<file path="src/verilog/ppmc_pkg.sv">
// Shared constants, types and register map of the port pin and mode control block
package ppmc_pkg;

  // ****************************************************************
  // Port set geometry
  // ****************************************************************
  localparam int PPMC_NPORT = 16;
  localparam int PPMC_NPIN  = 128;

  localparam logic [3:0] PPMC_P0 = 4'h0;
  localparam logic [3:0] PPMC_P2 = 4'h2;
  localparam logic [3:0] PPMC_P5 = 4'h5;
  localparam logic [3:0] PPMC_P7 = 4'h7;
  localparam logic [3:0] PPMC_PA = 4'hd;
  localparam logic [3:0] PPMC_PB = 4'he;
  localparam logic [3:0] PPMC_PX = 4'hf;

  // Index order [15]..[0]: X, B, A, 12 .. 0
  localparam logic [15:0][7:0] PPMC_IMPL = {8'he0, {15{8'hff}}};
  localparam logic [15:0][7:0] PPMC_INONLY = {
    8'h00, 8'h00, 8'h00, 8'h00, 8'h00, 8'h00, 8'h00, 8'h00,
    8'hff, 8'h00, 8'h00, 8'h00, 8'h00, 8'h01, 8'h00, 8'h00};
  localparam logic [15:0][7:0] PPMC_FSEL_WR = {
    8'he0, 8'hff, 8'hff, 8'hff, 8'hff, 8'hff, 8'hff, 8'hff,
    8'h00, 8'hff, 8'hff, 8'hff, 8'hff, 8'hfc, 8'hff, 8'hff};
  localparam logic [15:0][7:0] PPMC_FSEL_FIX1 = {
    8'h00, 8'h00, 8'h00, 8'h00, 8'h00, 8'h00, 8'h00, 8'h00,
    8'h00, 8'h00, 8'h00, 8'h00, 8'h00, 8'h01, 8'h00, 8'h00};
  // Ports that come up as external bus pins outside single-chip mode 0; port 5 keeps its select in mode 3
  localparam logic [15:0][7:0] PPMC_BUS_INIT = {
    8'he0, 8'hff, 8'hff, 8'h00, 8'h00, 8'h00, 8'hff, 8'hff,
    8'h00, 8'hff, 8'hff, 8'hff, 8'h00, 8'h00, 8'h00, 8'h00};

  // ****************************************************************
  // Register map (byte addresses, one byte register every two bytes)
  // ****************************************************************
  localparam logic [31:0] PPMC_DATA_BASE = 32'hfffff000;
  localparam logic [31:0] PPMC_DIR_BASE  = 32'hfffff020;
  localparam logic [31:0] PPMC_FSEL_BASE = 32'hfffff040;
  localparam logic [31:0] PPMC_ALT0_ADDR = 32'hfffff580;

  localparam logic [7:0] PPMC_LATCH_RST = 8'h00;
  localparam logic [7:0] PPMC_DIR_RST   = 8'hff;
  localparam logic [7:0] PPMC_ALT_RST   = 8'h00;
  localparam logic [7:0] PPMC_ALT_WR    = 8'hf0;

  // ****************************************************************
  // Bit positions of port 0 and port X functions
  // ****************************************************************
  localparam int PPMC_B_TMR_A  = 0;
  localparam int PPMC_B_TMR_B  = 1;
  localparam int PPMC_B_TMR_CL = 2;
  localparam int PPMC_B_TMR_CN = 3;
  localparam int PPMC_B_IRQ0   = 4;
  localparam int PPMC_B_RFSH   = 5;
  localparam int PPMC_B_WAIT   = 6;
  localparam int PPMC_B_SYSCLK = 7;

  // ****************************************************************
  // Types
  // ****************************************************************
  typedef enum logic [1:0] {
    PPMC_SINGLE0  = 2'd0,
    PPMC_SINGLE1  = 2'd1,
    PPMC_ROMLESS0 = 2'd2,
    PPMC_ROMLESS1 = 2'd3
  } ppmc_mode_t;

  typedef enum logic [2:0] {
    PPMC_INIT_W0   = 3'b000,
    PPMC_INIT_W1   = 3'b001,
    PPMC_INIT_W2   = 3'b011,
    PPMC_INIT_LOAD = 3'b010,
    PPMC_INIT_DONE = 3'b110
  } ppmc_init_t;

  typedef struct packed {
    logic [31:0] addr;
    logic [7:0]  wdata;
    logic [7:0]  wmask;
    logic        wr;
    logic        rd;
  } ppmc_bus_req_t;

endpackage

</file>
<file path="src/verilog/ppmc_pin_cell.sv">
// One pin: input synchroniser and output/enable selection
`timescale 1ns/1ns
module ppmc_pin_cell
  import ppmc_pkg::*;
(
  input  wire logic clk_sys,
  input  wire logic rst,
  input  wire logic pin_in,
  input  wire logic impl,
  input  wire logic in_only,
  input  wire logic latch,
  input  wire logic dir,
  input  wire logic fsel,
  input  wire logic ctl_out,
  input  wire logic ctl_oe,
  output logic      pin_out,
  output logic      pin_oe,
  output logic      level
);

  logic s1_ff;
  logic s2_ff;
  logic s3_ff;
  logic level_ff;
  logic out_ff;
  logic oe_ff;

  // ****************************************************************
  // Input path
  // ****************************************************************
  always_ff @(posedge clk_sys or posedge rst) begin
    if (rst) begin
      s1_ff <= 1'b0;
      s2_ff <= 1'b0;
      s3_ff <= 1'b0;
    end else begin
      s1_ff <= pin_in;
      s2_ff <= s1_ff;
      s3_ff <= s2_ff;
    end
  end

  // Only a level seen by both later stages is accepted
  always_ff @(posedge clk_sys or posedge rst) begin
    if (rst) begin
      level_ff <= 1'b0;
    end else if (s2_ff == s3_ff) begin
      level_ff <= s3_ff & impl;
    end
  end

  // ****************************************************************
  // Output path
  // ****************************************************************
  always_ff @(posedge clk_sys or posedge rst) begin
    if (rst) begin
      out_ff <= 1'b0;
      oe_ff  <= 1'b0;
    end else begin
      // Registered select: the latch drives until the edge after the select lands
      out_ff <= fsel ? ctl_out : latch;
      oe_ff  <= impl & ~in_only & (fsel ? ctl_oe : ~dir);
    end
  end

  assign pin_out = out_ff;
  assign pin_oe  = oe_ff;
  assign level   = level_ff;

endmodule

</file>
<file path="src/verilog/ppmc_port_ctrl.sv">
// Port pin and mode control: port registers, pin muxing, port 0 peripheral routing
//
// Chosen here: strobed register access.
`timescale 1ns/1ns
module ppmc_port_ctrl
  import ppmc_pkg::*;
(
  input  wire logic                 clk_sys,
  input  wire logic                 rst,
  input  wire ppmc_bus_req_t        bus_req,
  output logic [7:0]                rd_data,
  input  wire logic [1:0]           mode_strap,
  output ppmc_mode_t                mode,
  output logic                      init_done,
  input  wire logic [PPMC_NPIN-1:0] pin_in,
  output logic [PPMC_NPIN-1:0]      pin_out,
  output logic [PPMC_NPIN-1:0]      pin_oe,
  input  wire logic [PPMC_NPIN-1:0] periph_out,
  input  wire logic [PPMC_NPIN-1:0] periph_oe,
  output logic [PPMC_NPIN-1:0]      periph_in,
  input  wire logic                 pulse_timer_out_a,
  input  wire logic                 pulse_timer_out_b,
  output logic                      pulse_timer_clear_in,
  output logic                      pulse_timer_count_in,
  output logic [3:0]                ext_irq_in,
  output logic [3:0]                dma_request_in,
  output logic                      nmi_in,
  output logic [7:0]                analog_input,
  input  wire logic                 refresh_request_out,
  input  wire logic                 system_clock_out,
  output logic                      wait_insert_in
);

  // ****************************************************************
  // State
  // ****************************************************************
  logic [15:0][7:0]     latch_ff;
  logic [15:0][7:0]     dir_ff;
  logic [15:0][7:0]     fsel_ff;
  logic [7:0]           alt_ff;
  logic [7:0]           rd_data_ff;
  logic [1:0]           strap_s1_ff;
  logic [1:0]           strap_s2_ff;
  logic [1:0]           strap_s3_ff;
  ppmc_init_t           init_ff;
  ppmc_init_t           nxt_init;
  ppmc_mode_t           mode_ff;
  logic [PPMC_NPIN-1:0] periph_in_ff;
  logic                 tmr_clr_ff;
  logic                 tmr_cnt_ff;
  logic [3:0]           irq_ff;
  logic [3:0]           dma_ff;
  logic                 nmi_ff;
  logic [7:0]           ana_ff;
  logic                 wait_ff;

  logic [15:0][7:0]     level;
  logic [PPMC_NPIN-1:0] ctl_out;
  logic [PPMC_NPIN-1:0] ctl_oe;
  logic                 sel_data;
  logic                 sel_dir;
  logic                 sel_fsel;
  logic                 sel_alt;
  logic [3:0]           idx;
  logic                 load_mode;
  ppmc_mode_t           strap_mode;

  function automatic logic [7:0] merge(input logic [7:0] old,
                                       input logic [7:0] wd,
                                       input logic [7:0] m);
    merge = (old & ~m) | (wd & m);
  endfunction

  // ****************************************************************
  // Address decode
  // ****************************************************************
  // Registers sit on even byte addresses; an odd byte decodes to nothing
  always_comb begin
    idx      = bus_req.addr[4:1];
    sel_data = (bus_req.addr[31:5] == PPMC_DATA_BASE[31:5]) && !bus_req.addr[0];
    sel_dir  = (bus_req.addr[31:5] == PPMC_DIR_BASE[31:5]) && !bus_req.addr[0];
    sel_fsel = (bus_req.addr[31:5] == PPMC_FSEL_BASE[31:5]) && !bus_req.addr[0];
    sel_alt  = (bus_req.addr == PPMC_ALT0_ADDR);
  end

  // ****************************************************************
  // Operating mode strap
  // ****************************************************************
  // Strap pins are sampled only after reset release, through three stages
  always_ff @(posedge clk_sys or posedge rst) begin
    if (rst) begin
      strap_s1_ff <= 2'h0;
      strap_s2_ff <= 2'h0;
      strap_s3_ff <= 2'h0;
    end else begin
      strap_s1_ff <= mode_strap;
      strap_s2_ff <= strap_s1_ff;
      strap_s3_ff <= strap_s2_ff;
    end
  end

  assign strap_mode = ppmc_mode_t'(strap_s3_ff);
  // A strap that keeps toggling holds the block in the load state
  assign load_mode  = (init_ff == PPMC_INIT_LOAD) && (strap_s2_ff == strap_s3_ff);

  // ****************************************************************
  // Initialisation sequence
  // ****************************************************************
  // W0 to W2 wait out the strap synchroniser before the first compare
  always_comb begin
    nxt_init = init_ff;
    unique case (init_ff)
      PPMC_INIT_W0: begin
        nxt_init = PPMC_INIT_W1;
      end
      PPMC_INIT_W1: begin
        nxt_init = PPMC_INIT_W2;
      end
      PPMC_INIT_W2: begin
        nxt_init = PPMC_INIT_LOAD;
      end
      PPMC_INIT_LOAD: begin
        if (load_mode) begin
          nxt_init = PPMC_INIT_DONE;
        end
      end
      PPMC_INIT_DONE: begin
        nxt_init = PPMC_INIT_DONE;
      end
      default: begin
        nxt_init = PPMC_INIT_W0;
      end
    endcase
  end

  always_ff @(posedge clk_sys or posedge rst) begin
    if (rst) begin
      init_ff <= PPMC_INIT_W0;
    end else begin
      init_ff <= nxt_init;
    end
  end

  // Mode is captured once per reset; later strap changes are ignored
  always_ff @(posedge clk_sys or posedge rst) begin
    if (rst) begin
      mode_ff <= PPMC_SINGLE0;
    end else if (load_mode) begin
      mode_ff <= strap_mode;
    end
  end

  // ****************************************************************
  // Port registers
  // ****************************************************************
  // Byte access uses wmask 8'hff, bit access a one-hot wmask
  // Unimplemented and input-only latch bits stay low, so they never drive
  always_ff @(posedge clk_sys or posedge rst) begin
    if (rst) begin
      latch_ff <= {PPMC_NPORT{PPMC_LATCH_RST}};
    end else if (bus_req.wr && sel_data) begin
      latch_ff[idx] <= merge(latch_ff[idx], bus_req.wdata, bus_req.wmask)
                       & PPMC_IMPL[idx] & ~PPMC_INONLY[idx];
    end
  end

  // Input-only bits hold their direction at input
  always_ff @(posedge clk_sys or posedge rst) begin
    if (rst) begin
      dir_ff <= {PPMC_NPORT{PPMC_DIR_RST}};
    end else if (bus_req.wr && sel_dir) begin
      dir_ff[idx] <= (merge(dir_ff[idx], bus_req.wdata, bus_req.wmask)
                      & PPMC_IMPL[idx]) | PPMC_INONLY[idx];
    end
  end

  // Bus-pin ports switch to control mode once the strap is known;
  // a software write in that same cycle loses to the strap load.
  always_ff @(posedge clk_sys or posedge rst) begin
    if (rst) begin
      fsel_ff <= PPMC_FSEL_FIX1;
    end else if (load_mode) begin
      for (int p = 0; p < PPMC_NPORT; p++) begin
        if (strap_mode != PPMC_SINGLE0) begin
          fsel_ff[p] <= fsel_ff[p] | PPMC_BUS_INIT[p];
        end
      end
      if (strap_mode == PPMC_ROMLESS1) begin
        fsel_ff[PPMC_P5] <= fsel_ff[PPMC_P5];
      end
    end else if (bus_req.wr && sel_fsel) begin
      fsel_ff[idx] <= (merge(fsel_ff[idx], bus_req.wdata, bus_req.wmask)
                       & PPMC_FSEL_WR[idx]) | PPMC_FSEL_FIX1[idx];
    end
  end

  always_ff @(posedge clk_sys or posedge rst) begin
    if (rst) begin
      alt_ff <= PPMC_ALT_RST;
    end else if (bus_req.wr && sel_alt) begin
      alt_ff <= merge(alt_ff, bus_req.wdata, bus_req.wmask) & PPMC_ALT_WR;
    end
  end

  // ****************************************************************
  // Control-mode sources
  // ****************************************************************
  // Other ports take the peripheral buses as given; only ports 0 and X are fixed
  always_comb begin
    ctl_out = periph_out;
    ctl_oe  = periph_oe;
    // Port 0: two timer outputs, the rest are peripheral inputs
    ctl_out[PPMC_B_TMR_A] = pulse_timer_out_a;
    ctl_out[PPMC_B_TMR_B] = pulse_timer_out_b;
    ctl_oe[7:0]           = 8'h03;
    // Port X: refresh request and clock drive, wait is sampled
    ctl_out[120+PPMC_B_RFSH]   = refresh_request_out;
    ctl_out[120+PPMC_B_SYSCLK] = system_clock_out;
    ctl_oe[127:120]            = 8'ha0;
  end

  // ****************************************************************
  // Pin cells
  // ****************************************************************
  // Tie-offs for unimplemented and input-only bits are applied inside each cell
  for (genvar i = 0; i < PPMC_NPIN; i++) begin : g_pin
    ppmc_pin_cell u_cell (
      .clk_sys (clk_sys),
      .rst     (rst),
      .pin_in  (pin_in[i]),
      .impl    (PPMC_IMPL[i/8][i%8]),
      .in_only (PPMC_INONLY[i/8][i%8]),
      .latch   (latch_ff[i/8][i%8]),
      .dir     (dir_ff[i/8][i%8]),
      .fsel    (fsel_ff[i/8][i%8]),
      .ctl_out (ctl_out[i]),
      .ctl_oe  (ctl_oe[i]),
      .pin_out (pin_out[i]),
      .pin_oe  (pin_oe[i]),
      .level   (level[i/8][i%8])
    );
  end

  // ****************************************************************
  // Peripheral inputs
  // ****************************************************************
  // A peripheral sees its pin only in control mode, else a steady low
  always_ff @(posedge clk_sys or posedge rst) begin
    if (rst) begin
      periph_in_ff <= '0;
    end else begin
      periph_in_ff <= level & fsel_ff;
    end
  end

  always_ff @(posedge clk_sys or posedge rst) begin
    if (rst) begin
      tmr_clr_ff <= 1'b0;
      tmr_cnt_ff <= 1'b0;
      irq_ff     <= 4'h0;
      dma_ff     <= 4'h0;
    end else begin
      tmr_clr_ff <= level[PPMC_P0][PPMC_B_TMR_CL]
                    & fsel_ff[PPMC_P0][PPMC_B_TMR_CL];
      tmr_cnt_ff <= level[PPMC_P0][PPMC_B_TMR_CN] & fsel_ff[PPMC_P0][PPMC_B_TMR_CN];
      // Alternate select only steers pins already in control mode
      irq_ff <= level[PPMC_P0][7:4] & fsel_ff[PPMC_P0][7:4] & ~alt_ff[7:4];
      dma_ff <= level[PPMC_P0][7:4] & fsel_ff[PPMC_P0][7:4] & alt_ff[7:4];
    end
  end

  // ****************************************************************
  // Fixed-function inputs
  // ****************************************************************
  // NMI and analog inputs need no mode bit: always routed
  always_ff @(posedge clk_sys or posedge rst) begin
    if (rst) begin
      nmi_ff  <= 1'b0;
      ana_ff  <= 8'h00;
      wait_ff <= 1'b0;
    end else begin
      nmi_ff  <= level[PPMC_P2][0];
      ana_ff  <= level[PPMC_P7];
      wait_ff <= level[PPMC_PX][PPMC_B_WAIT] & fsel_ff[PPMC_PX][PPMC_B_WAIT];
    end
  end

  // ****************************************************************
  // Register read
  // ****************************************************************
  // Data stands only in the cycle after the read strobe
  // Input-only bits read as inputs, so their data is always the pin level
  always_ff @(posedge clk_sys or posedge rst) begin
    if (rst) begin
      rd_data_ff <= 8'h00;
    end else if (!bus_req.rd) begin
      rd_data_ff <= 8'h00;
    end else if (sel_data) begin
      rd_data_ff <= ((dir_ff[idx] & level[idx]) | (~dir_ff[idx] & latch_ff[idx]))
                    & PPMC_IMPL[idx];
    end else if (sel_dir) begin
      rd_data_ff <= dir_ff[idx] & PPMC_IMPL[idx];
    end else if (sel_fsel) begin
      rd_data_ff <= fsel_ff[idx];
    end else if (sel_alt) begin
      rd_data_ff <= alt_ff;
    end else begin
      rd_data_ff <= 8'h00;
    end
  end

  // ****************************************************************
  // Outputs
  // ****************************************************************
  // Software alone keeps the latch at the idle level before a mode switch;
  // the pin shows the latch value for as long as the select bit is clear.
  assign rd_data              = rd_data_ff;
  assign mode                 = mode_ff;
  assign init_done            = init_ff[2];
  assign periph_in            = periph_in_ff;
  assign pulse_timer_clear_in = tmr_clr_ff;
  assign pulse_timer_count_in = tmr_cnt_ff;
  assign ext_irq_in           = irq_ff;
  assign dma_request_in       = dma_ff;
  assign nmi_in               = nmi_ff;
  assign analog_input         = ana_ff;
  assign wait_insert_in       = wait_ff;

endmodule

</file>
<file path="config.mk">
export PLATFORM = sky130hd
export DESIGN_NAME = ppmc_port_ctrl
export DESIGN_NICKNAME = d
export VERILOG_FILES = /design/src/verilog/ppmc_pkg.sv /design/src/verilog/ppmc_pin_cell.sv /design/src/verilog/ppmc_port_ctrl.sv
export SDC_FILE = /design/constraint.sdc
export NUM_CORES = 2
export LEC_CHECK = 0
export ABC_AREA = 1
export ABC_CLOCK_PERIOD_IN_PS = 31600
export BUFFER_PORTS_ARGS = -buffer_cell sky130_fd_sc_hd__clkbuf_2
export CORE_AREA = 4 4 336 338
export DETAILED_ROUTE_END_ITERATION = 8
export DIE_AREA = 0 0 340 342
export PLACE_DENSITY = 0.68
export SYNTH_ARGS = -nofsm -noshare
export SYNTH_HDL_FRONTEND = slang
export SYNTH_HIERARCHICAL = 1
export SYNTH_SLANG_ARGS = --single-unit
</file>
<file path="constraint.sdc">
create_clock -name clk_sys -period 31.6 [get_ports clk_sys]
set_input_delay 3.16 -clock clk_sys [delete_from_list [all_inputs] [get_ports clk_sys]]
set_output_delay 3.16 -clock clk_sys [all_outputs]
set_load 0.005 [all_outputs]
</file>
==> flow_summary_export.csv <==
group,metric,value,unit
synthesis,yosysMostFrequentCell,"nand2_1",
critical_path,cp.arrival,7.78,ns
power,ir_drop,0.0430,mV
route,drt-met1-wl,75500,um
worst_hold_path,min_from,"g_pin[53].u_cell/s1_ff$_DFF_PP0_",
route,drt_iter0_markers,4205,
sta,hold_viol,0,
worst_hold_path,hold_class,"reg2reg",
route,antenna_left,0,
power,power_density,56.1,nW/um2
synthesis,ys_async_sr_fraction,1.00,
sta,slew_viol_final,0,
synthesis,synth_top_family_by_area,"simple AND/OR/NAND/NOR gates",
clock_network,postCtsHoldBufs,0,
sta,fin_ws,24.46,ns
synthesis,yosysUniqueCellTypes,35,
synthesis,syn_avg_cell_area,8.65,um2
cells_and_area,ff_latch_area,33200,um2
synthesis,yosys.area.top_type,"dfrtp_1",
critical_path,ff2ff_setup_slack,28.81,ns
placement,pre_cts_ws,23.86,ns
clock_network,clk_pin_slew_worst_paths,0.06,ns
route,drc_errors,0,
sta,rsz0062_at_grt,"no",
clock_network,cts_sinks,1320,
die,rows,122,
sta,setup_violations,0,
die,initial_core_util,0.492,
global_route,grt_max_degree,121,
critical_path,critPathKind,"in2reg",
cells_and_area,fillers,9562,
synthesis,synth-adder-area-share,0,
placement,post-place-cells,8899,
die,pin_count,857,
global_route,antenna_found_initial,18,
cells_and_area,syn_to_final_growth,22.0,%
global_route,grt_pass1_vias,44800,
critical_path,reg2reg_from,"strap_mode[0]$_DFF_PP0_",
route,via_count,46100,
synthesis,synth_top_area_frac,0.550,
synthesis,syn_area,54200,um2
die,fp.dieW,340,um
cells_and_area,layout.cells.non_filler,9174,
die,die_area,116000,um2
synthesis,yosys.area_share.xor_xnor,0.000323,
flow_run,cap_violations,0,
sta,whs,0.331,ns
worst_hold_path,min_to,"g_pin[53].u_cell/s2_ff$_DFF_PP0_",
synthesis,netlist_top_cells_count,"2,374 x nand2_1, 1,191 x dfrtp_1, 931 x inv_1, 376 x nand3_1, 215 x o21ai_0",
placement,portBuffers,836,
sta,finalCritPeriodShare,0.226,
clock_network,clk_latency,0.76,ns
power,power,3.71,mW
synthesis,synth-seq-cells,1320,
sta,slew_headroom,0.226,
critical_path,path_max_fanout,71,
global_route,grt_use_total,0.328,
die,coreArea,110000,um2
critical_path,startpoint_type,"primary input",
route,wirelength,193000,um
placement,dp_hpwl,145000,um
critical_path,r2r_end,"fsel_ff[16]$_DFFE_PP1P_",
synthesis,synth-main-ff-cell,"dfrtp_1",
clock_network,htree_levels,4,
global_route,grt_pass1_wl,280000,um
route,first_pass_iters,6,
clock_network,cts-root-buf,"clkbuf_16",
clock_network,postCtsSetupBuffers,0,
cells_and_area,nets,7994,
status,outcome,"complete, no violations",
sta,worst_pin_slew,1.16,ns
cells_and_area,multiInputGateArea,18000,um2
sta,post-route-min-period,7.14,ns
critical_path,reg2regPathDepth,8,
critical_path,cp_data_required_time,32.24,ns
clock_network,cts_resized,0,
synthesis,synth-compound-area-share,0.0494,
sta,finClkSkew,0.0251,ns
synthesis,yosysSeqAreaShare,0.612,
synthesis,synth_mux_area_frac,0,
route,wl_per_cell,21.0,um
critical_path,cp-end-kind,"flop",
global_route,grt.overflow.total,0,
route,top_layer,"met5",
sta,totalNegativeSetupSlack,0,ns
die,die_h,342,um
cells_and_area,drive_gt1_frac,0.215,
synthesis,synth-simple-area-share,0.254,
clock_network,cts_tree,"yes",
synthesis,synth_area_leaders,"dfrtp_1 55%, nand2_1 16%, inv_1 6.4%",
route,viasPerCell,5.03,
synthesis,syn_inst,6269,
power,power.leakage,37.9,nW
clock_network,cts_buffers,139,
synthesis,synth_warnings,6,
worst_hold_path,whs_path_depth,0,
route,met2WireLength,90200,um
sta,fmax,140,MHz
placement,finalWeightedCongestion,0.935,
clock_network,cts_max_path_buffers,3,
route,met3_length,16500,um
synthesis,synth-edff-count,0,
## final cells by class
cell class,count,share of cell area
Antenna cell,17,0.000643
Clock buffer,199,0.0603
Clock inverter,59,0.00986
Inverter,1066,0.0607
Multi-Input combinational cell,4159,0.272
Sequential cell,1320,0.502
Tap cell,1488,0.0282
Timing Repair Buffer,866,0.0668
## cell families (layout without fill, tap and decap cells)
| kind of cell | Yosys count | after routing |
|---|---|---|
| other | 2 | 417 |
| AOI/OAI and AO/OA | 459 | 459 |
| and+or+nand+nor | 3298 | 3298 |
| buffers and inverters | 1188 | 2190 |
| DFF | 1320 | 1320 |
| xor gates and xnor gates | 2 | 2 |
## worst max-delay path: stages
cell and delay, ns:
clkbuf_2 0.39, nand2_2 0.70, inv_4 1.11, buf_4 0.62, nand2_1 0.10, nand2_1 0.08, o21ai_1 0.25, nand2_1 0.14
nor2_1 0.06, o21ai_1 0.11, nand2_1 0.61, o21ai_0 0.41
## worst max-delay path by stage
stage	start	to	slack [ns]	depth (start not counted)
2_1_floorplan	rst	async pin	13.22	1
3_3_place_gp	bus_req[19]	latch_ff[44]$_DFFE_PP0P_	23.99	12
3_5_place_dp	bus_req[19]	latch_ff[52]$_DFFE_PP0P_	23.86	12
4_1_cts	bus_req[19]	latch_ff[84]$_DFFE_PP0P_	24.66	12
5_1_grt	bus_req[19]	latch_ff[100]$_DFFE_PP0P_	24.35	12
6_report	bus_req[19]	latch_ff[116]$_DFFE_PP0P_	24.46	12
## state kept, by name, summed over array words and instances (netlist names), named ones only
signal	cells
dir_ff	128
fsel_ff	128
g_pin.u_cell/level	128
g_pin.u_cell/pin_oe	128
g_pin.u_cell/pin_out	128
g_pin.u_cell/s1_ff	128
g_pin.u_cell/s2_ff	128
g_pin.u_cell/s3_ff	128
latch_ff	128
periph_in	128
analog_input	8
rd_data	8
dma_request_in	4
ext_irq_in	4
init_ff	2
mode	2
strap_mode	2
strap_s1_ff	2
strap_s2_ff	2
nmi_in	1
## metal layers
| layer | track usage | vias to the layer above |
|---|---|---|
| met4 | 0.164 | 8 |
| li1 | - | 21200 |
| met2 | 0.528 | 2281 |
| met1 | 0.423 | 22200 |
| met3 | 0.0693 | 479 |
| met5 | 0 | - |
## metrics by stage
step	utilization	cell area, um2
5_1_grt	0.601	66100
2_1_floorplan	-	55700
4_1_cts	0.601	66100
6_report	0.601	66100
3_5_place_dp	0.558	61500
3_3_place_gp	0.558	61500
## cells in the final DEF, fill, tap and decap left out, types with 9 or more instances in the layout
cell and count:
nor2_1 191, nand2_2 137, clkinv_2 32, nand4_1 48
diode_2 17, o22ai_1 22, nor3_1 13, nor2_2 141
nand2_1 2374, a21oi_1 55, buf_4 30, inv_2 132
clkbuf_2 835, clkbuf_8 24, o21ai_1 28, dfrtp_1 1191
bufinv_16 9, inv_1 930, clkbuf_1 34, a22oi_1 131
clkbuf_16 141, conb_1 400, nand3_1 376, dfstp_2 129
o21ai_0 215
## power breakdown
group	leakage, nW	switching, mW	internal, mW
registers	16.1	0.0458	1.76
logic	19.5	0.175	0.0788
clock network	2.30	0.695	0.961
total	37.9	0.915	2.80
Note: power is estimated with default switching activity, not from simulation.
